==> config.mk <==
export PLATFORM = sky130hd
export DESIGN_NAME = adcsb_top
export DESIGN_NICKNAME = d
export VERILOG_FILES = /design/src/logic/adcsb_pkg.sv /design/src/logic/adcsb_sync.sv /design/src/logic/adcsb_results.sv /design/src/logic/adcsb_top.sv
export SDC_FILE = /design/constraint.sdc
export NUM_CORES = 1
export LEC_CHECK = 0
export ABC_AREA = 1
export BUFFER_PORTS_ARGS = -buffer_cell sky130_fd_sc_hd__buf_2
export CELL_PAD_IN_SITES_DETAIL_PLACEMENT = 0
export CELL_PAD_IN_SITES_GLOBAL_PLACEMENT = 1
export CORE_MARGIN = 2
export CORE_UTILIZATION = 25
export CTS_CLUSTER_SIZE = 25
export DETAILED_ROUTE_END_ITERATION = 16
export PLACE_DENSITY = 0.65
export SLEW_MARGIN = 30
export SYNTH_ARGS = -nofsm -noshare
export SYNTH_HDL_FRONTEND = slang
export SYNTH_SLANG_ARGS = --single-unit
==> constraint.sdc <==
create_clock -name clk -period 2.7 [get_ports clk]
set_input_delay 0.27 -clock clk [delete_from_list [all_inputs] [get_ports clk]]
set_output_delay 0.27 -clock clk [all_outputs]
set_load 0.03 [all_outputs]
==> src/logic/adcsb_pkg.sv <==
/*
 * adcsb_pkg: register map, field layout, codes and carriers of the
 * converter scan/buffer sequencer.
 * assumes: imported whole by every design file of the block.
 */
package adcsb_pkg;

  // ------------------------------------------------------------
  // register map (byte addresses on the apb bus)
  // ------------------------------------------------------------
  localparam int ADDR_W = 8;
  localparam logic [7:0] OFS_CSR = 8'h00;
  localparam logic [7:0] OFS_CR = 8'h04;
  localparam logic [7:0] OFS_RES = 8'h10;
  localparam logic [7:0] OFS_RES_END = 8'h2c;

  // ------------------------------------------------------------
  // field layout
  // ------------------------------------------------------------
  localparam int CSR_FLAG = 7;
  localparam int CR_BUF_LSB = 0;
  localparam int CR_TRG_LSB = 4;
  localparam int CR_CNT_LSB = 8;
  localparam int RES_W = 10;
  localparam int NCH = 8;

  // ------------------------------------------------------------
  // codes and reset values
  // ------------------------------------------------------------
  localparam logic [1:0] BUF_NONE = 2'h0;
  localparam logic [1:0] BUF_TWO1 = 2'h1;
  localparam logic [1:0] BUF_TWO2 = 2'h2;
  localparam logic [1:0] BUF_FOUR = 2'h3;
  localparam logic [1:0] TRG_SW = 2'h0;
  localparam logic [1:0] TRG_TMR = 2'h1;
  localparam logic [1:0] TRG_EXT = 2'h3;
  localparam logic [7:0] CSR_RESET = 8'h00;
  localparam logic [1:0] BUF_RESET = BUF_NONE;
  localparam logic [1:0] TRG_RESET = TRG_SW;

  // ------------------------------------------------------------
  // carriers
  // ------------------------------------------------------------
  typedef struct packed {
    logic flag;
    logic ie;
    logic start;
    logic group_mode_select;
    logic scan;
    logic [2:0] ch;
  } adcsb_csr_t;

  typedef struct packed {
    logic valid;
    logic [2:0] chan;
  } adcsb_req_t;

  typedef struct packed {
    logic valid;
    logic [RES_W-1:0] data;
  } adcsb_done_t;

  typedef enum logic [1:0] {ST_IDLE, ST_REQ, ST_WAIT, ST_PAUSE} adcsb_state_t;

endpackage : adcsb_pkg

==> src/logic/adcsb_sync.sv <==
/*
 * adcsb_sync: three-stage synchroniser for the external start pin,
 * giving a one-cycle pulse on an accepted rising level.
 * assumes: pin is asynchronous to clk.
 */
`timescale 1ns/10ps
module adcsb_sync
  import adcsb_pkg::*;
(
  input wire logic clk,
  input wire logic nrst,
  input wire logic pin_in,
  output logic rise
);

  logic [2:0] sync_reg;
  logic [2:0] sync_next;
  logic level_reg;
  logic level_next;
  logic rise_reg;
  logic rise_next;

  // ------------------------------------------------------------
  // next state
  // ------------------------------------------------------------
  // stage 0 feeds stage 1 only; a change counts once 1 and 2 agree
  always_comb begin
    sync_next = {sync_reg[1:0], pin_in};
    level_next = level_reg;
    rise_next = 1'b0;
    if (sync_reg[1] == sync_reg[2]) begin
      level_next = sync_reg[2];
      rise_next = sync_reg[2] & ~level_reg;
    end
  end

  always_ff @(posedge clk or negedge nrst) begin
    if (!nrst) begin
      sync_reg <= 3'h0;
      level_reg <= 1'b0;
      rise_reg <= 1'b0;
    end else begin
      sync_reg <= sync_next;
      level_reg <= level_next;
      rise_reg <= rise_next;
    end
  end

  assign rise = rise_reg;

endmodule : adcsb_sync

==> src/logic/adcsb_results.sv <==
/*
 * adcsb_results: the eight result registers and the buffer chains.
 * assumes: wr.valid is a one-cycle pulse with the converted data.
 */
`timescale 1ns/10ps
module adcsb_results
  import adcsb_pkg::*;
(
  input wire logic clk,
  input wire logic nrst,
  input wire adcsb_done_t wr,
  input wire logic [2:0] wr_chan,
  input wire logic [1:0] buf_mode,
  output logic [NCH-1:0][RES_W-1:0] res
);

  logic [NCH-1:0][RES_W-1:0] res_reg;
  logic [NCH-1:0][RES_W-1:0] res_next;

  // ------------------------------------------------------------
  // per-entry store and shift
  // ------------------------------------------------------------
  for (genvar i = 0; i < NCH; i++) begin : g_ent
    localparam int S1 = (i > 0) ? i - 1 : 0;
    localparam int S2 = (i > 1) ? i - 2 : 0;
    logic sh1;
    logic sh2;
    // chain moves old value along as the head takes the new one
    always_comb begin
      sh1 = (wr_chan == 3'h0) && (i >= 1) && ((buf_mode == BUF_TWO1 && i == 1)
            || (buf_mode == BUF_FOUR && i <= 3));
      sh2 = (buf_mode == BUF_TWO2) && ((i == 2 && wr_chan == 3'h0)
            || (i == 3 && wr_chan == 3'h1));
      res_next[i] = res_reg[i];
      if (wr.valid) begin
        if (wr_chan == 3'(i)) begin
          res_next[i] = wr.data;
        end else if (sh1) begin
          res_next[i] = res_reg[S1];
        end else if (sh2) begin
          res_next[i] = res_reg[S2];
        end
      end
    end
  end

  always_ff @(posedge clk or negedge nrst) begin
    if (!nrst) begin
      res_reg <= '0;
    end else begin
      res_reg <= res_next;
    end
  end

  assign res = res_reg;

endmodule : adcsb_results

==> src/logic/adcsb_top.sv <==
/*
 * adcsb_top: apb register slave and scan/buffer sequencer of a 10-bit
 * converter. issues one conversion request at a time to the core.
 * assumes: conv_done is a one-cycle pulse on clk some cycles after a
 * request; timer_trig is a same-clock pulse; ext_trig_pin is async.
 */
`timescale 1ns/10ps

// Contract
// - group scan repeats until software clears start
// - group scan sets flag after first pass
// - flag with enable raises irq, pauses scan
// - paused scan resumes when flag cleared
// - flag cleared by read then write0, or by transfer-mode last result read
// - buffered result enters head, old shifts
// - three chains: A-B, A-C/B-D, A-B-C-D
// - buffer-only: channel select sets pass count
// - two-stage codes end after one/two passes
// - four-stage ends after one to four
// - single stops at flag, scan continues
// - select single buffered: standby each cycle
// - combined mode adds group inputs 4..ch, 2..ch with code 01
// - combined mode shifts A-C into B-D
// - code 01 combined converts 0,2..ch
// - other combined codes convert 0,(1),4..ch
// - transfer mode: last result read clears flag
// - buffer code 00 when halted clears count
// - flag with enable issues interrupt request
// - buffer code 00 normal, reset value
module adcsb_top
  import adcsb_pkg::*;
(
  input wire logic clk,
  input wire logic nrst,
  input wire logic psel,
  input wire logic penable,
  input wire logic pwrite,
  input wire logic [ADDR_W-1:0] paddr,
  input wire logic [31:0] pwdata,
  output logic [31:0] prdata,
  output logic pready,
  output logic pslverr,
  input wire logic timer_trig,
  input wire logic ext_trig_pin,
  input wire logic xfer_ctrl_mode,
  output adcsb_req_t conv_req,
  input wire adcsb_done_t conv_done,
  output logic conversion_end_irq
);

  // ------------------------------------------------------------
  // state
  // ------------------------------------------------------------
  adcsb_csr_t csr_reg;
  adcsb_csr_t csr_next;
  logic [1:0] buf_reg;
  logic [1:0] buf_next;
  logic [1:0] trg_reg;
  logic [1:0] trg_next;
  logic [2:0] pass_cnt_reg;
  logic [2:0] pass_cnt_next;
  logic [2:0] step_reg;
  logic [2:0] step_next;
  adcsb_state_t state_reg;
  adcsb_state_t state_next;
  logic armed_reg;
  logic armed_next;
  adcsb_req_t req_reg;
  adcsb_req_t req_next;
  logic irq_reg;
  logic irq_next;
  logic [31:0] prdata_reg;
  logic [31:0] prdata_next;
  logic pready_reg;
  logic pready_next;
  logic pslverr_reg;
  logic pslverr_next;

  logic ext_rise;
  logic [NCH-1:0][RES_W-1:0] res;
  adcsb_done_t store;

  // ------------------------------------------------------------
  // sub-blocks
  // ------------------------------------------------------------
  adcsb_sync u_sync (
    .clk(clk),
    .nrst(nrst),
    .pin_in(ext_trig_pin),
    .rise(ext_rise)
  );

  adcsb_results u_res (
    .clk(clk),
    .nrst(nrst),
    .wr(store),
    .wr_chan(req_reg.chan),
    .buf_mode(buf_reg),
    .res(res)
  );

  // ------------------------------------------------------------
  // sequence decode
  // ------------------------------------------------------------
  logic combined;
  logic buf_only;
  logic [3:0] n_steps;
  logic [2:0] pass_target;
  logic [2:0] last_chan;
  logic last_step;

  // channel converted at step s under the current settings
  function automatic logic [2:0] step_chan(input logic [2:0] s, input logic [1:0] bm,
                                          input logic comb, input adcsb_csr_t c);
    logic [2:0] r;
    r = 3'h0;
    case (bm)
      BUF_NONE: r = c.group_mode_select ? s : c.ch;
      BUF_TWO1: r = (comb && s != 3'h0) ? 3'(s + 3'h1) : 3'h0;
      BUF_TWO2: r = (comb && s >= 3'h2) ? 3'(s + 3'h2) : {2'h0, s[0]};
      BUF_FOUR: r = (comb && s != 3'h0) ? 3'(s + 3'h3) : 3'h0;
      default: r = 3'h0;
    endcase
    return r;
  endfunction : step_chan

  always_comb begin
    combined = csr_reg.group_mode_select && ((buf_reg == BUF_TWO1 && csr_reg.ch >= 3'h2)
               || (buf_reg != BUF_TWO1 && csr_reg.ch[2]));
    buf_only = (buf_reg != BUF_NONE) && !combined;
    // unlisted code pairs fall back to these figures unchecked
    case (buf_reg)
      BUF_NONE: n_steps = csr_reg.group_mode_select ? 4'({1'b0, csr_reg.ch} + 4'h1) : 4'h1;
      BUF_TWO1: n_steps = combined ? {1'b0, csr_reg.ch} : 4'h1;
      BUF_TWO2: n_steps = combined ? 4'({1'b0, csr_reg.ch} - 4'h1) : 4'h2;
      BUF_FOUR: n_steps = combined ? 4'({1'b0, csr_reg.ch} - 4'h2) : 4'h1;
      default: n_steps = 4'h1;
    endcase
    pass_target = 3'h1;
    if (buf_only) begin
      case (buf_reg)
        BUF_TWO1: pass_target = 3'({2'h0, csr_reg.ch[0]} + 3'h1);
        BUF_TWO2: pass_target = 3'({2'h0, csr_reg.ch[1]} + 3'h1);
        BUF_FOUR: pass_target = 3'({1'b0, csr_reg.ch[1:0]} + 3'h1);
        default: pass_target = 3'h1;
      endcase
    end
    last_chan = step_chan(3'(n_steps - 4'h1), buf_reg, combined, csr_reg);
    // buffer-only: the chain's final register, not the last input converted
    if (buf_only) begin
      case (buf_reg)
        BUF_TWO2: last_chan = {1'b0, csr_reg.ch[1], 1'b1};
        default: last_chan = 3'(pass_target - 3'h1);
      endcase
    end
    last_step = ({1'b0, step_reg} + 4'h1) >= n_steps;
  end

  // ------------------------------------------------------------
  // apb decode
  // ------------------------------------------------------------
  logic setup;
  logic acc;
  logic hit_csr;
  logic hit_cr;
  logic hit_res;
  logic [2:0] res_idx;
  logic [7:0] res_ofs;
  logic [31:0] rd_mux;

  always_comb begin
    setup = psel && !penable;
    acc = psel && penable && pready_reg;
    hit_csr = paddr == OFS_CSR;
    hit_cr = paddr == OFS_CR;
    hit_res = paddr >= OFS_RES && paddr <= OFS_RES_END && paddr[1:0] == 2'h0;
    res_ofs = paddr - OFS_RES;
    res_idx = res_ofs[4:2];
    rd_mux = 32'h0;
    if (hit_csr) begin
      rd_mux[7:0] = csr_reg;
    end else if (hit_cr) begin
      rd_mux[CR_BUF_LSB +: 2] = buf_reg;
      rd_mux[CR_TRG_LSB +: 2] = trg_reg;
      rd_mux[CR_CNT_LSB +: 3] = pass_cnt_reg;
    end else if (hit_res) begin
      rd_mux[RES_W-1:0] = res[res_idx];
    end
  end

  // zero-wait slave: data and ready prepared in the setup cycle
  always_comb begin
    prdata_next = prdata_reg;
    pready_next = 1'b0;
    pslverr_next = 1'b0;
    if (setup) begin
      pready_next = 1'b1;
      pslverr_next = !(hit_csr || hit_cr || hit_res) || (pwrite && hit_res);
      prdata_next = pwrite ? 32'h0 : rd_mux;
    end
  end

  // ------------------------------------------------------------
  // control and sequencer
  // ------------------------------------------------------------
  logic done_ok;
  logic end_now;
  logic trig;

  always_comb begin
    csr_next = csr_reg;
    buf_next = buf_reg;
    trg_next = trg_reg;
    pass_cnt_next = pass_cnt_reg;
    step_next = step_reg;
    state_next = state_reg;
    armed_next = armed_reg;
    req_next = '{valid: 1'b0, chan: req_reg.chan};
    end_now = 1'b0;
    trig = (trg_reg == TRG_TMR && timer_trig) || (trg_reg == TRG_EXT && ext_rise);
    done_ok = state_reg == ST_WAIT && conv_done.valid && csr_reg.start;
    store = '{valid: done_ok, data: conv_done.data};

    // register writes and flag clearing
    if (acc && pwrite && hit_csr) begin
      csr_next.ie = pwdata[6];
      csr_next.start = pwdata[5];
      csr_next.group_mode_select = pwdata[4];
      csr_next.scan = pwdata[3];
      csr_next.ch = pwdata[2:0];
      if (armed_reg && !pwdata[CSR_FLAG]) begin
        csr_next.flag = 1'b0;
      end
      armed_next = 1'b0;
    end
    if (acc && !pwrite && hit_csr && prdata_reg[CSR_FLAG]) begin
      armed_next = 1'b1;
    end
    if (acc && pwrite && hit_cr) begin
      buf_next = pwdata[CR_BUF_LSB +: 2];
      trg_next = pwdata[CR_TRG_LSB +: 2];
      if (pwdata[CR_BUF_LSB +: 2] == BUF_NONE && !csr_reg.start) begin
        pass_cnt_next = 3'h0;
      end
    end
    // reading the final result on behalf of the transfer engine
    if (acc && !pwrite && hit_res && xfer_ctrl_mode && res_idx == last_chan) begin
      csr_next.flag = 1'b0;
    end
    if (trig) begin
      csr_next.start = 1'b1;
    end

    case (state_reg)
      ST_IDLE: begin
        step_next = 3'h0;
        if (csr_reg.start) begin
          state_next = ST_REQ;
        end
      end
      ST_REQ: begin
        req_next = '{valid: 1'b1, chan: step_chan(step_reg, buf_reg, combined, csr_reg)};
        state_next = ST_WAIT;
      end
      ST_WAIT: begin
        if (done_ok) begin
          state_next = ST_REQ;
          step_next = 3'(step_reg + 3'h1);
          if (last_step) begin
            step_next = 3'h0;
            if (pass_cnt_reg + 3'h1 >= pass_target) begin
              pass_cnt_next = 3'h0;
              end_now = 1'b1;
            end else begin
              pass_cnt_next = 3'(pass_cnt_reg + 3'h1);
            end
            if (!csr_reg.scan) begin
              // select single with a chain idles after every pass
              if (end_now || (!csr_reg.group_mode_select && buf_reg != BUF_NONE)) begin
                csr_next.start = 1'b0;
                state_next = ST_IDLE;
              end
            end else if (end_now && csr_reg.ie) begin
              state_next = ST_PAUSE;
            end else begin
              state_next = ST_REQ;
            end
          end
        end
      end
      ST_PAUSE: begin
        if (!csr_reg.flag) begin
          state_next = ST_REQ;
        end
      end
      default: state_next = ST_IDLE;
    endcase

    // a flag set in the same cycle as its clear survives
    if (end_now) begin
      csr_next.flag = 1'b1;
    end
    if (!csr_next.start) begin
      state_next = ST_IDLE;
    end
    irq_next = csr_next.flag && csr_next.ie;
  end

  // ------------------------------------------------------------
  // registers
  // ------------------------------------------------------------
  always_ff @(posedge clk or negedge nrst) begin
    if (!nrst) begin
      csr_reg <= CSR_RESET;
      buf_reg <= BUF_RESET;
      trg_reg <= TRG_RESET;
      pass_cnt_reg <= 3'h0;
      step_reg <= 3'h0;
      state_reg <= ST_IDLE;
      armed_reg <= 1'b0;
      req_reg <= '0;
      irq_reg <= 1'b0;
      prdata_reg <= 32'h0;
      pready_reg <= 1'b0;
      pslverr_reg <= 1'b0;
    end else begin
      csr_reg <= csr_next;
      buf_reg <= buf_next;
      trg_reg <= trg_next;
      pass_cnt_reg <= pass_cnt_next;
      step_reg <= step_next;
      state_reg <= state_next;
      armed_reg <= armed_next;
      req_reg <= req_next;
      irq_reg <= irq_next;
      prdata_reg <= prdata_next;
      pready_reg <= pready_next;
      pslverr_reg <= pslverr_next;
    end
  end

  assign prdata = prdata_reg;
  assign pready = pready_reg;
  assign pslverr = pslverr_reg;
  assign conv_req = req_reg;
  assign conversion_end_irq = irq_reg;

endmodule : adcsb_top

Word-level counts from Yosys, hierarchy flattened
Index checks and enable logic that the tools add are counted.
{"block": "word_totals", "output_inout_bits": 39, "input_bits": 59, "word_cells": 233, "ff_bits": 145}
{"block": "classes", "add_sub_neg": 17, "bitwise_logic": 2, "n_lt_le_gt_ge": 8, "eq_ne": 23, "muxes": 80, "n_reduce_logical": 74}
{"op": "$mux 10", "n": 10}
{"op": "$mux 3", "n": 21}
{"op": "$logic_and 1x1->1", "n": 36}
{"op": "$bmux 10 s3", "n": 1}
{"op": "$mux 2", "n": 12}
{"op": "$pmux 3 s4", "n": 2}
{"op": "$mux 1", "n": 23}
{"op": "$reduce_and 2->1", "n": 9}
{"op": "$mux 4", "n": 4}
{"op": "$mux 8", "n": 2}
{"op": "$pmux 4 s4", "n": 1}
{"op": "$add 3x2->3 const B", "n": 4}
{"op": "$eq 3x3->1 const B", "n": 4}
{"op": "$reduce_bool 3->1", "n": 4}
{"op": "$mux 11", "n": 1}
{"op": "$eq 2x2->1 const B", "n": 5}
{"op": "$add 3x1->3 const B", "n": 3}
{"op": "$ge 3x2->1 const B", "n": 3}
{"op": "$ne 3x3->1 const B", "n": 3}
{"op": "$pmux 3 s3", "n": 1}
{"op": "$add 3x1->4 const B", "n": 2}
{"op": "$eq 8x3->1 const B", "n": 1}
{"op": "$ge 8x5->1 const B", "n": 1}
{"op": "$le 8x6->1 const B", "n": 1}
{"op": "27 further kinds", "n": 50}

Logic depth before layout (Yosys ltp)
Gate-level depths: netlist of the first run.
{"block": "depth", "depth_word": 20, "mapped_depth": 24, "depth_no_buf": 24}

Modules after synthesis
A second synthesis of the first run with hierarchy kept.
{"block": "hier_totals", "cells_unflattened": 1010, "area_unflattened_um2": 7682.4}
{"module": "adcsb_top", "seq_area_each_um2": 975.9, "cells_per_inst": 539, "area_per_inst_um2": 3897.5, "instances": 1}
{"module": "adcsb_results", "seq_area_each_um2": 2001.9, "cells_per_inst": 461, "area_per_inst_um2": 3639.7, "instances": 1}
{"module": "adcsb_sync", "seq_area_each_um2": 125.1, "cells_per_inst": 10, "area_per_inst_um2": 145.1, "instances": 1}

Least setup slack after synthesis of the first run
OpenSTA, ideal clock, no wires.
{"block": "synth_timing", "kind": "reg2reg", "from": "reg buf_reg[1]", "to": "reg irq_reg, in the netlist conversion_end_irq", "setup_slack_ns": -0.030, "setup_ns": 0.130, "n_path_buf": 0, "period_less_slack_ns": 2.730, "t_required_ns": 2.570, "path_stages_with_launch": 25, "arrival_time_ns": 2.600, "path_cell_list": "dfrtp_1 > inv_1 > ha_1 > inv_1 > nand2_2 > nand3_4 > nor2_2 > nand2_1 > nand3b_2 > nand2_2 > ha_1 > inv_1 > nand2_2 > and2_1 > ha_1 > nand2_1 > nand3b_1 > nand2_1 > nand2_1 > nand3_1 > nand2_1 > nor2_1 > nand2_1 > nand2_2 > a21oi_2"}
{"block": "synth_via", "elab_chain_len": 17, "elab_cells_between_ends": 48, "classes_between": "add/sub (5); order compare (3); eq/ne (5); mux (22); reduce/logical (13)"}
{"item": "start: declaration", "line_no": "adcsb_top.sv:56", "rtl": "logic [1:0] buf_reg;"}
{"item": "start signal: assignment", "line_no": "adcsb_top.sv:328", "rtl": "buf_reg <= buf_next;"}
{"item": "$eq 2x1->1 or $ne 2x1->1 (tied branches)"}
{"item": "$logic_and 1x1->1 (on tied branches)", "line_no": "adcsb_top.sv:128, adcsb_top.sv:129"}
{"item": "$logic_or 1x1->1", "line_no": "adcsb_top.sv:129", "rtl": "|| (buf_reg != BUF_TWO1 && csr_reg.ch[2]));"}
{"item": "$logic_and 1x1->1", "line_no": "adcsb_top.sv:128", "rtl": "combined = csr_reg.group_mode_select && ((buf_reg == BUF_TWO1 && csr_reg.ch >= 3'h2)"}
{"item": "$mux 4 (tied with other cells)", "line_no": "adcsb_top.sv:136", "rtl": "BUF_FOUR: n_steps = combined ? 4'({1'b0, csr_reg.ch} - 4'h2) : 4'h1;"}
{"item": "$pmux 4 s4 or $logic_and 1x1->1 (tied branches)", "line_no": "adcsb_top.sv:132, adcsb_top.sv:130"}
{"item": "$sub 3x1->3 or $mux 3 (tied branches)", "line_no": "adcsb_top.sv:148, adcsb_top.sv:140"}
{"item": "$ge 3x2->1 (tied with other cells)", "line_no": "adcsb_top.sv:120", "rtl": "BUF_TWO2: r = (comb && s >= 3'h2) ? 3'(s + 3'h2) : {2'h0, s[0]};"}
{"item": "[... 2 more ...]"}
{"item": "$pmux 3 s4 or $mux 1 (tied branches)", "line_no": "adcsb_top.sv:117, adcsb_top.sv:266"}
{"item": "$mux 3 or $mux 1 (tied branches)", "line_no": "adcsb_top.sv:150, adcsb_top.sv:254"}
{"item": "$eq 3x3->1 or $mux 1 (tied branches)", "line_no": "adcsb_top.sv:247, adcsb_top.sv:269"}
{"item": "$logic_and 1x1->1 or $mux 1 (tied branches)", "line_no": "adcsb_top.sv:247, adcsb_top.sv:266"}
{"item": "$mux 1 (on tied branches)", "line_no": "adcsb_top.sv:247, adcsb_top.sv:254"}
{"item": "$mux 1 *", "line_no": "adcsb_top.sv:300", "rtl": "if (end_now) begin"}
{"item": "$logic_and 1x1->1 *", "line_no": "adcsb_top.sv:306", "rtl": "irq_next = csr_next.flag && csr_next.ie;"}
{"item": "net irq_next", "line_no": "adcsb_top.sv:71", "rtl": "logic irq_next;"}
{"item": "end signal: assignment", "line_no": "adcsb_top.sv:335", "rtl": "irq_reg <= irq_next;"}
{"item": "end: declaration", "line_no": "adcsb_top.sv:70", "rtl": "logic irq_reg;"}
The timed path passes the listed nets; every way through them passes the cells marked *. The select of a mux whose other input is x is not followed.
A chain may end at the register's enable or synchronous reset.

Worst setup path in the final report of the first run
{"block": "layout_timing", "from": "reg buf_reg[0]", "to": "reg irq_reg, in the netlist conversion_end_irq"}
The elaborated chain is that of the path after synthesis.

==> results of run 1 <==
-- final timing paths --
| path | startpoint | endpoint | slack (ns) |
|---|---|---|---|
| max in group asynchronous | nrst | conv_req[2] | 1.56 |
| setup / recovery | buf_reg[0] | conversion_end_irq | -0.03 |
| hold reg to reg | u_sync.sync_reg[0] | u_sync.sync_reg[1] | 0.35 |
| hold / removal | pwdata[2] | csr_reg[2] | 0.07 |
| min in group asynchronous | nrst | u_res.res[64] | 0.43 |
| setup reg to reg | buf_reg[0] | conversion_end_irq | -0.03 |
-- through the flow --
step           total power (W)  TNS [ns]
3_5_place_dp          0.004784   -0.8193
2_1_floorplan         0.004086         0
3_3_place_gp          0.004755   -0.6349
6_report              0.006961  -0.04801
5_1_grt               0.007484    -1.598
4_1_cts               0.007006  -0.05717
-- critical path, cell delays in order (launching register included) --
cell and delay, ns:
sky130_fd_sc_hd__dfrtp_2 0.44, sky130_fd_sc_hd__ha_4 0.19, sky130_fd_sc_hd__buf_4 0.13, sky130_fd_sc_hd__buf_4 0.12, sky130_fd_sc_hd__nor2_2 0.12, sky130_fd_sc_hd__inv_2 0.06, sky130_fd_sc_hd__o21ai_2 0.05, sky130_fd_sc_hd__nand3_2 0.09
sky130_fd_sc_hd__nand2_4 0.10, sky130_fd_sc_hd__ha_4 0.14, sky130_fd_sc_hd__nand3_2 0.07, sky130_fd_sc_hd__and2_4 0.18, sky130_fd_sc_hd__ha_4 0.25, sky130_fd_sc_hd__nand4_1 0.13, sky130_fd_sc_hd__nand3_2 0.11, sky130_fd_sc_hd__nand2_4 0.06
sky130_fd_sc_hd__nand2_1 0.06, sky130_fd_sc_hd__nand2_1 0.05, sky130_fd_sc_hd__nand2_1 0.06, sky130_fd_sc_hd__nand2_1 0.07, sky130_fd_sc_hd__nand2_2 0.07, sky130_fd_sc_hd__a21oi_2 0.05
-- cell usage in the layout, fill, tap and decap left out, drive strengths merged --
cell type    instances
nand2              161
o21ai              156
buf                153
dfrtp              124
inv                119
nor2                73
a21oi               72
nand3               43
o211ai              36
ha                  32
clkbuf              23
conb                21
o221ai              13
clkinv              12
o22ai               10
a31oi                6
nand4                5
nor3                 4
nor4                 3
xnor2                2
dlygate4sd3          2
a22oi                2
nand3b               2
a32o                 1
o31ai                1
a32oi                1
and3                 1
and2                 1
a21boi               1
xor2                 1
or2                  1
a2111oi              1
maj3                 1
a221oi               1
bufinv               1
-- final cells by class --
class | instances | area share, %
clock buffers | 23 | 4.924
clock inverters | 7 | 0.7110
inverters | 125 | 4.990
multi-input cells | 652 | 40.11
flip-flops and latches | 124 | 32.67
well taps | 384 | 5.056
repair buffers | 155 | 11.55
-- cells by family (layout without fill, tap and decap cells) --
family | Yosys count | in the layout | synth area share, %
compound gates | 301 | 301 | 23.13
simple gates | 294 | 294 | 17.46
buf+inv | 188 | 310 | 11.27
flops | 124 | 124 | 42.16
fa+ha+maj | 33 | 33 | 5.575
xor+xnor | 3 | 3 | 0.3570
other cells | 1 | 21 | 0.05095
-- routing by layer --
metal | vias to the layer above | track usage (%) | share of wire [%]
met4 | 0 | 2.652 | 0.51
met2 | 102 | 26.21 | 48
met1 | 3313 | 21.58 | 48
met3 | 9 | 2.814 | 3.2
met5 | - | 0 | 0
li1 | 3405 | - | -
-- what timing repair did --
action,4_1_cts,5_1_grt
setup buffers,8,7
gates resized for setup,43,25
pin swaps,22,24
hold endpoints to repair,65,0
hold buffers,2,0
setup endpoints to repair,11,11
-- power groups by stage --
stage | sequential, W | combinational [W] | clock [W]
finish | 0.00259 | 0.00223 | 0.00214
global route | 0.00265 | 0.00257 | 0.00227
CTS | 0.00259 | 0.00223 | 0.00219
detailed placement | 0.00262 | 0.00217 | 0
global placement | 0.00261 | 0.00215 | 0
floorplan | 0.00259 | 0.00150 | 0
==> impl_metrics.env, run 1 <==
export IMPL_synth_largest_area_cell="sky130_fd_sc_hd__dfrtp_1"
export IMPL_detail_route_first_pass_iterations=5
export IMPL_number_of_buffers_created_by_cts=17
export IMPL_cellPowerDensity_nw_per_um2=732.6
export IMPL_number_of_global_route_vias_before_repair=6788
export IMPL_setup_worst_path_class="reg -> reg"
export IMPL_max_clock_freq_ghz=0.3670
export IMPL_maximum_capacitance_violations=0
export IMPL_dp_cells=1423
export IMPL_post_route_util_pct=32.93
export IMPL_required_ns=3.00
export IMPL_synth_edf_count=0
export IMPL_worst_clock_skew_ns=0.008596
export IMPL_die_span_x_um=175.6
export IMPL_ant_nets=0
export IMPL_ctsLongestPathBuffers=2
export IMPL_multiInputGateArea_um2=3811
export IMPL_maxSlewHeadroom_pct=56.23
export IMPL_antenna_diodes=0
export IMPL_tightestPinTransition_ns=0.6565
export IMPL_detail_route_vias_per_cell=4.646
export IMPL_ios=98
export IMPL_layout_cell_area_non_filler_um2=9503
export IMPL_failing_checks="negative setup slack"
export IMPL_grt_remaining_overflow=0
export IMPL_synthMostInstantiatedCell="sky130_fd_sc_hd__nand2_1"
export IMPL_peakVddDrop_mv=0.3135
export IMPL_clock_latency_on_the_worst_skew_pair_ns=0.42
export IMPL_sequential_cell_area_um2=3104
export IMPL_rows=62
export IMPL_switching_share_pct=36.95
export IMPL_power_combinational_fraction_pct=32.1
export IMPL_hold_path_depth=3
export IMPL_synth_cell_types=47
export IMPL_final_instance_count_excl_fill=1470
export IMPL_route_detailed_wl_per_inst_um=16.02
export IMPL_globalRouteTotalUtil_pct=15.72
export IMPL_hold_class="in -> reg"
export IMPL_grt_first_pass_wirelength_um=37870
export IMPL_layout_setup_ws_ns=-0.02508
export IMPL_clk_pin_slew_worst_paths_ns=0.06
export IMPL_power_share_clock_pct=30.7
export IMPL_pins_over_their_slew_limit=0
export IMPL_core_region_area_um2=28860
export IMPL_worstSetupStartpointType="register"
export IMPL_dp_hpwl_um=16920
export IMPL_htree_num_levels=4
export IMPL_tritoncts="done"
export IMPL_synth_top_area_share_pct=42.16
export IMPL_netSwitchingPower_w=0.002572
export IMPL_nets=1166
export IMPL_die_height_um=175.6
export IMPL_floorplan_initialDensity_pct=25.51
export IMPL_grt_start_max_net_pins=67
export IMPL_synth_ff_latch_count=124
export IMPL_synth_seq_area_share_pct=42.16
export IMPL_total_via_count_after_detailed_routing=6829
export IMPL_remaining_drc_errors=0
export IMPL_finalWirelength_um=23550
export IMPL_cp_max_fo=4
export IMPL_drt_iter0_drc=418
export IMPL_clk_root_buffer_cell="sky130_fd_sc_hd__clkbuf_16"
export IMPL_avgSynthCellArea_um2=7.797
export IMPL_preCtsSetupSlack_ns=-0.2258
export IMPL_syn_inst=944
export IMPL_fillCellCount=3099
export IMPL_synth_ff_type="sky130_fd_sc_hd__dfrtp_1"
export IMPL_synth_common_cells="155 x sky130_fd_sc_hd__nand2_1, 153 x sky130_fd_sc_hd__o21ai_0, 124 x sky130_fd_sc_hd__dfrtp_1, 116 x sky130_fd_sc_hd__inv_1, 70 x sky130_fd_sc_hd__a21oi_1"
export IMPL_rsz0062_at_grt="yes"
export IMPL_internal_power_w=0.004389
export IMPL_p_leak_nw=4.468
export IMPL_seq_power_share_pct=37.2
export IMPL_largest_register_ffs=80
export IMPL_placed_cell_area_um2=8534
export IMPL_die_area_um2=30830
export IMPL_period_share_pct=100.9
export IMPL_result_of_the_run="finished, violations left"
export IMPL_drive_gt1_share_pct=24.13
export IMPL_async_set_or_reset_flop_fraction_in_the_synthesized_netlist_pct=100.0
export IMPL_io_buffers=52
export IMPL_antenna_found_initial=0
export IMPL_routabilityCongestion=0.8188
export IMPL_layout_min_cycle_time_ns=2.725
export IMPL_setup_viol=2
export IMPL_cts_num_sinks=124
export IMPL_netlist_area_um2=7361
export IMPL_ys_top_cells_by_area="sky130_fd_sc_hd__dfrtp_1 42%, sky130_fd_sc_hd__o21ai_0 10%, sky130_fd_sc_hd__nand2_1 7.9%"
export IMPL_hold_viol=0
export IMPL_critPathCaptureType="register"
export IMPL_finalHoldWorstSlack_ns=0.06971
export IMPL_layout_area_overhead_vs_synth_pct=29.10
export IMPL_ys_warn_count=0
export IMPL_r2r_cells=21
export IMPL_arrival_ns=3.03
Power figures use the tool's default switching activity.
==> inputs of run 2 (changes only) <==
--- a/config.mk
+++ b/config.mk
@@ -5,7 +5,6 @@
 export SDC_FILE = /design/constraint.sdc
 export NUM_CORES = 1
 export LEC_CHECK = 0
-export ABC_AREA = 1
 export BUFFER_PORTS_ARGS = -buffer_cell sky130_fd_sc_hd__buf_2
 export CELL_PAD_IN_SITES_DETAIL_PLACEMENT = 0
 export CELL_PAD_IN_SITES_GLOBAL_PLACEMENT = 1
@@ -13,7 +12,7 @@
 export CORE_UTILIZATION = 25
 export CTS_CLUSTER_SIZE = 25
 export DETAILED_ROUTE_END_ITERATION = 16
-export PLACE_DENSITY = 0.65
+export PLACE_DENSITY = 0.63
 export SLEW_MARGIN = 30
 export SYNTH_ARGS = -nofsm -noshare
 export SYNTH_HDL_FRONTEND = slang
==> impl_metrics.env, run 2 <==
export IMPL_htree_num_levels=4
export IMPL_r2r_slack_ns=-0.61
export IMPL_worst_clock_skew_ns=0.01218
export IMPL_syn_inst=741
export IMPL_netSwitchingPower_w=0.001098
export IMPL_ant_nets=0
export IMPL_synth_top_area_share_pct=40.96
export IMPL_worstSetupStartpointType="register"
export IMPL_required_ns=2.99
export IMPL_grt_remaining_overflow=0
export IMPL_hold_viol=0
export IMPL_switching_share_pct=23.03
export IMPL_grt_first_pass_wirelength_um=35110
export IMPL_hold_class="in -> reg"
export IMPL_setup_viol=11
export IMPL_ios=98
export IMPL_route_detailed_wl_per_inst_um=17.54
export IMPL_globalRouteTotalUtil_pct=14.61
export IMPL_layout_min_cycle_time_ns=3.307
export IMPL_hold_path_depth=3
export IMPL_cts_num_sinks=124
export IMPL_ctsLongestPathBuffers=2
export IMPL_async_set_or_reset_flop_fraction_in_the_synthesized_netlist_pct=100.0
export IMPL_arrival_ns=3.59
export IMPL_internal_power_w=0.003670
export IMPL_timing_critical_path_slowest_cell_delay_ns=0.43
export IMPL_fillCellCount=3024
export IMPL_number_of_global_route_vias_before_repair=6109
export IMPL_die_height_um=178.1
export IMPL_ys_warn_count=0
export IMPL_dp_hpwl_um=16400
export IMPL_layout_commonest_cell="sky130_fd_sc_hd__dfrtp_1"
export IMPL_grt_start_max_net_pins=48
export IMPL_peakVddDrop_mv=0.3224
export IMPL_tritoncts="done"
export IMPL_power_share_clock_pct=54.0
export IMPL_antenna_found_initial=1
export IMPL_failing_checks="negative setup slack"
export IMPL_synth_common_cells="124 x sky130_fd_sc_hd__dfrtp_1, 76 x sky130_fd_sc_hd__nand2_1, 68 x sky130_fd_sc_hd__o21ai_0, 57 x sky130_fd_sc_hd__nor2_1, 56 x sky130_fd_sc_hd__mux2_2"
export IMPL_largest_register_ffs=80
export IMPL_ys_top_cells_by_area="sky130_fd_sc_hd__dfrtp_1 41%, sky130_fd_sc_hd__mux2_2 8.3%, sky130_fd_sc_hd__mux2i_1 5.9%"
export IMPL_synth_ff_type="sky130_fd_sc_hd__dfrtp_1"
export IMPL_clock_latency_on_the_worst_skew_pair_ns=0.42
export IMPL_pins_over_their_slew_limit=0
export IMPL_nets=975
export IMPL_floorplan_initialDensity_pct=25.49
export IMPL_rows=63
export IMPL_antenna_diodes=0
export IMPL_maximum_capacitance_violations=0
export IMPL_number_of_buffers_created_by_cts=17
export IMPL_synth_ff_latch_count=124
export IMPL_clk_root_buffer_cell="sky130_fd_sc_hd__clkbuf_16"
export IMPL_drive_gt1_share_pct=37.57
export IMPL_synth_seq_area_share_pct=40.96
export IMPL_finalWirelength_um=22570
export IMPL_max_clock_freq_ghz=0.3024
export IMPL_timing_rr_end="conversion_end_irq"
export IMPL_power_combinational_fraction_pct=6.6
export IMPL_die_area_um2=31710
export IMPL_period_share_pct=122.5
export IMPL_detail_route_vias_per_cell=4.618
export IMPL_layout_setup_ws_ns=-0.6071
export IMPL_critPathCaptureType="register"
export IMPL_routabilityCongestion=0.8827
export IMPL_most_common_layout_cells="124 x sky130_fd_sc_hd__dfrtp_1, 104 x sky130_fd_sc_hd__buf_4, 75 x sky130_fd_sc_hd__nand2_1"
export IMPL_r2r_start="csr_reg[2]"
export IMPL_critical_path_slowest_cell="sky130_fd_sc_hd__or4_4"
export IMPL_hold_path_endpoint="csr_reg[2]"
export IMPL_path_cells="inv_2 > ha_4 > and2b_2 > o21ai_4 > nor3_2 > a21oi_2 > o21a_1 > inv_2 > ha_4 > nor3_2 > or2_4 > ha_4 > inv_2 > a311o_2 > or4_4 > a221oi_4 > a211oi_2"
export IMPL_io_buffers=52
export IMPL_synthMostInstantiatedCell="sky130_fd_sc_hd__dfrtp_1"
export IMPL_die_span_x_um=178.1
export IMPL_total_via_count_after_detailed_routing=5943
export IMPL_avgSynthCellArea_um2=10.22
export IMPL_p_leak_nw=4.502
export IMPL_worstHoldStart="pwdata[2]"
export IMPL_tightestPinTransition_ns=0.5911
export IMPL_maxSlewHeadroom_pct=60.42
export IMPL_cp_max_fo=4
export IMPL_remaining_drc_errors=0
export IMPL_detail_route_first_pass_iterations=4
export IMPL_rsz0062_at_grt="yes"
export IMPL_netlist_area_um2=7576
export IMPL_drt_iter0_drc=317
export IMPL_result_of_the_run="finished, violations left"
export IMPL_layout_area_overhead_vs_synth_pct=30.32
export IMPL_setup_worst_path_class="reg -> reg"
export IMPL_r2r_cells=17
export IMPL_synth_edf_count=0
export IMPL_core_region_area_um2=29720
export IMPL_seq_power_share_pct=39.4
export IMPL_clk_pin_slew_worst_paths_ns=0.06
export IMPL_preCtsSetupSlack_ns=-0.6677
export IMPL_synth_cell_types=78
export IMPL_cellPowerDensity_nw_per_um2=483.0
export IMPL_post_route_util_pct=33.22
export IMPL_synth_largest_area_cell="sky130_fd_sc_hd__dfrtp_1"
==> run 2: cells by family after synthesis <==
group / count (synthesis) / synth area share [%]
AO/OA/AOI/OAI: 166 / 13.48
AND/OR/NAND/NOR: 201 / 12.88
other: 1 / 0.04950
flip-flops: 124 / 40.96
XOR/XNOR: 7 / 0.8093
buffers and inverters: 88 / 6.193
adder cells (fa/ha/maj): 33 / 5.417
multiplexers: 121 / 20.21
==> run 2: metal layers <==
metal,vias to the layer above,global-route usage [%],part of all wire (%)
li1,2893,-,-
met3,19,2.941,3.2
met1,2938,19.16,47
met4,2,3.108,0.89
met2,91,24.85,49
met5,-,0,0.058
==> run 2: worst max-delay path by stage <==
stage | slack [ns] | depth (start not counted) | from | to
3_3_place_gp | -0.57 | 19 | csr_reg[1] | conversion_end_irq
2_1_floorplan | -0.66 | 20 | buf_reg[1] | conversion_end_irq
6_report | -0.61 | 17 | csr_reg[2] | conversion_end_irq
4_1_cts | -0.60 | 19 | csr_reg[2] | conversion_end_irq
3_5_place_dp | -0.67 | 19 | csr_reg[1] | conversion_end_irq
5_1_grt | -0.74 | 17 | csr_reg[1] | conversion_end_irq
==> run 2: timing repair <==
item | CTS | global route
buffers inserted | 8 | 5
setup endpoints to repair | 11 | 11
endpoints found under the hold margin | 26 | 0
hold buffers | 2 | 0
gates resized for setup | 26 | 14
pin swaps | 21 | 19
==> run 2: power groups by stage <==
stage	clock (W)	sequential [W]	combinational, W
final	0.00257	0.00188	0.000317
after global routing	0.00272	0.00188	0.000346
after detailed placement	0	0.00191	0.000306
after global placement	0	0.00191	0.000305
after CTS	0.00263	0.00188	0.000316
after floorplan	0	0.00191	0.000173
==> run 2: metrics by stage <==
step                      setup TNS (ns)  cell area (um^2)  hold slack (ns)  std cells  power (W)
after floorplan                   -2.611              7719         -0.02559        761   0.002086
after global routing              -5.285              9873          0.08184       1287   0.004939
after detailed placement          -4.626              8887           0.2152       1241   0.002216
after global placement            -4.194              8887           0.2158       1241   0.002215
final                             -4.140              9873          0.08769       1287   0.004769
after CTS                         -4.129              9746          0.06541       1282   0.004820
==> run 2: critical path: cells and delay by family (launching register included) <==
family	cells	cell delay, ns
buf+inv	3	0.16
fa+ha+maj	3	0.41
flops	1	0.39
simple gates	5	1.06
compound gates	6	1.15
==> run 2: layout make-up <==
cell class                 instances  area (um^2)  area share (%)
timing repair buffer             163         1150           11.65
inverter                          29        108.9           1.103
sequential                       124         3103           31.43
tap                              390        488.0           4.942
clock buffer                      19        452.9           4.588
multi-input combinational        549         4359           44.15
clock inverter                    13        211.5           2.142
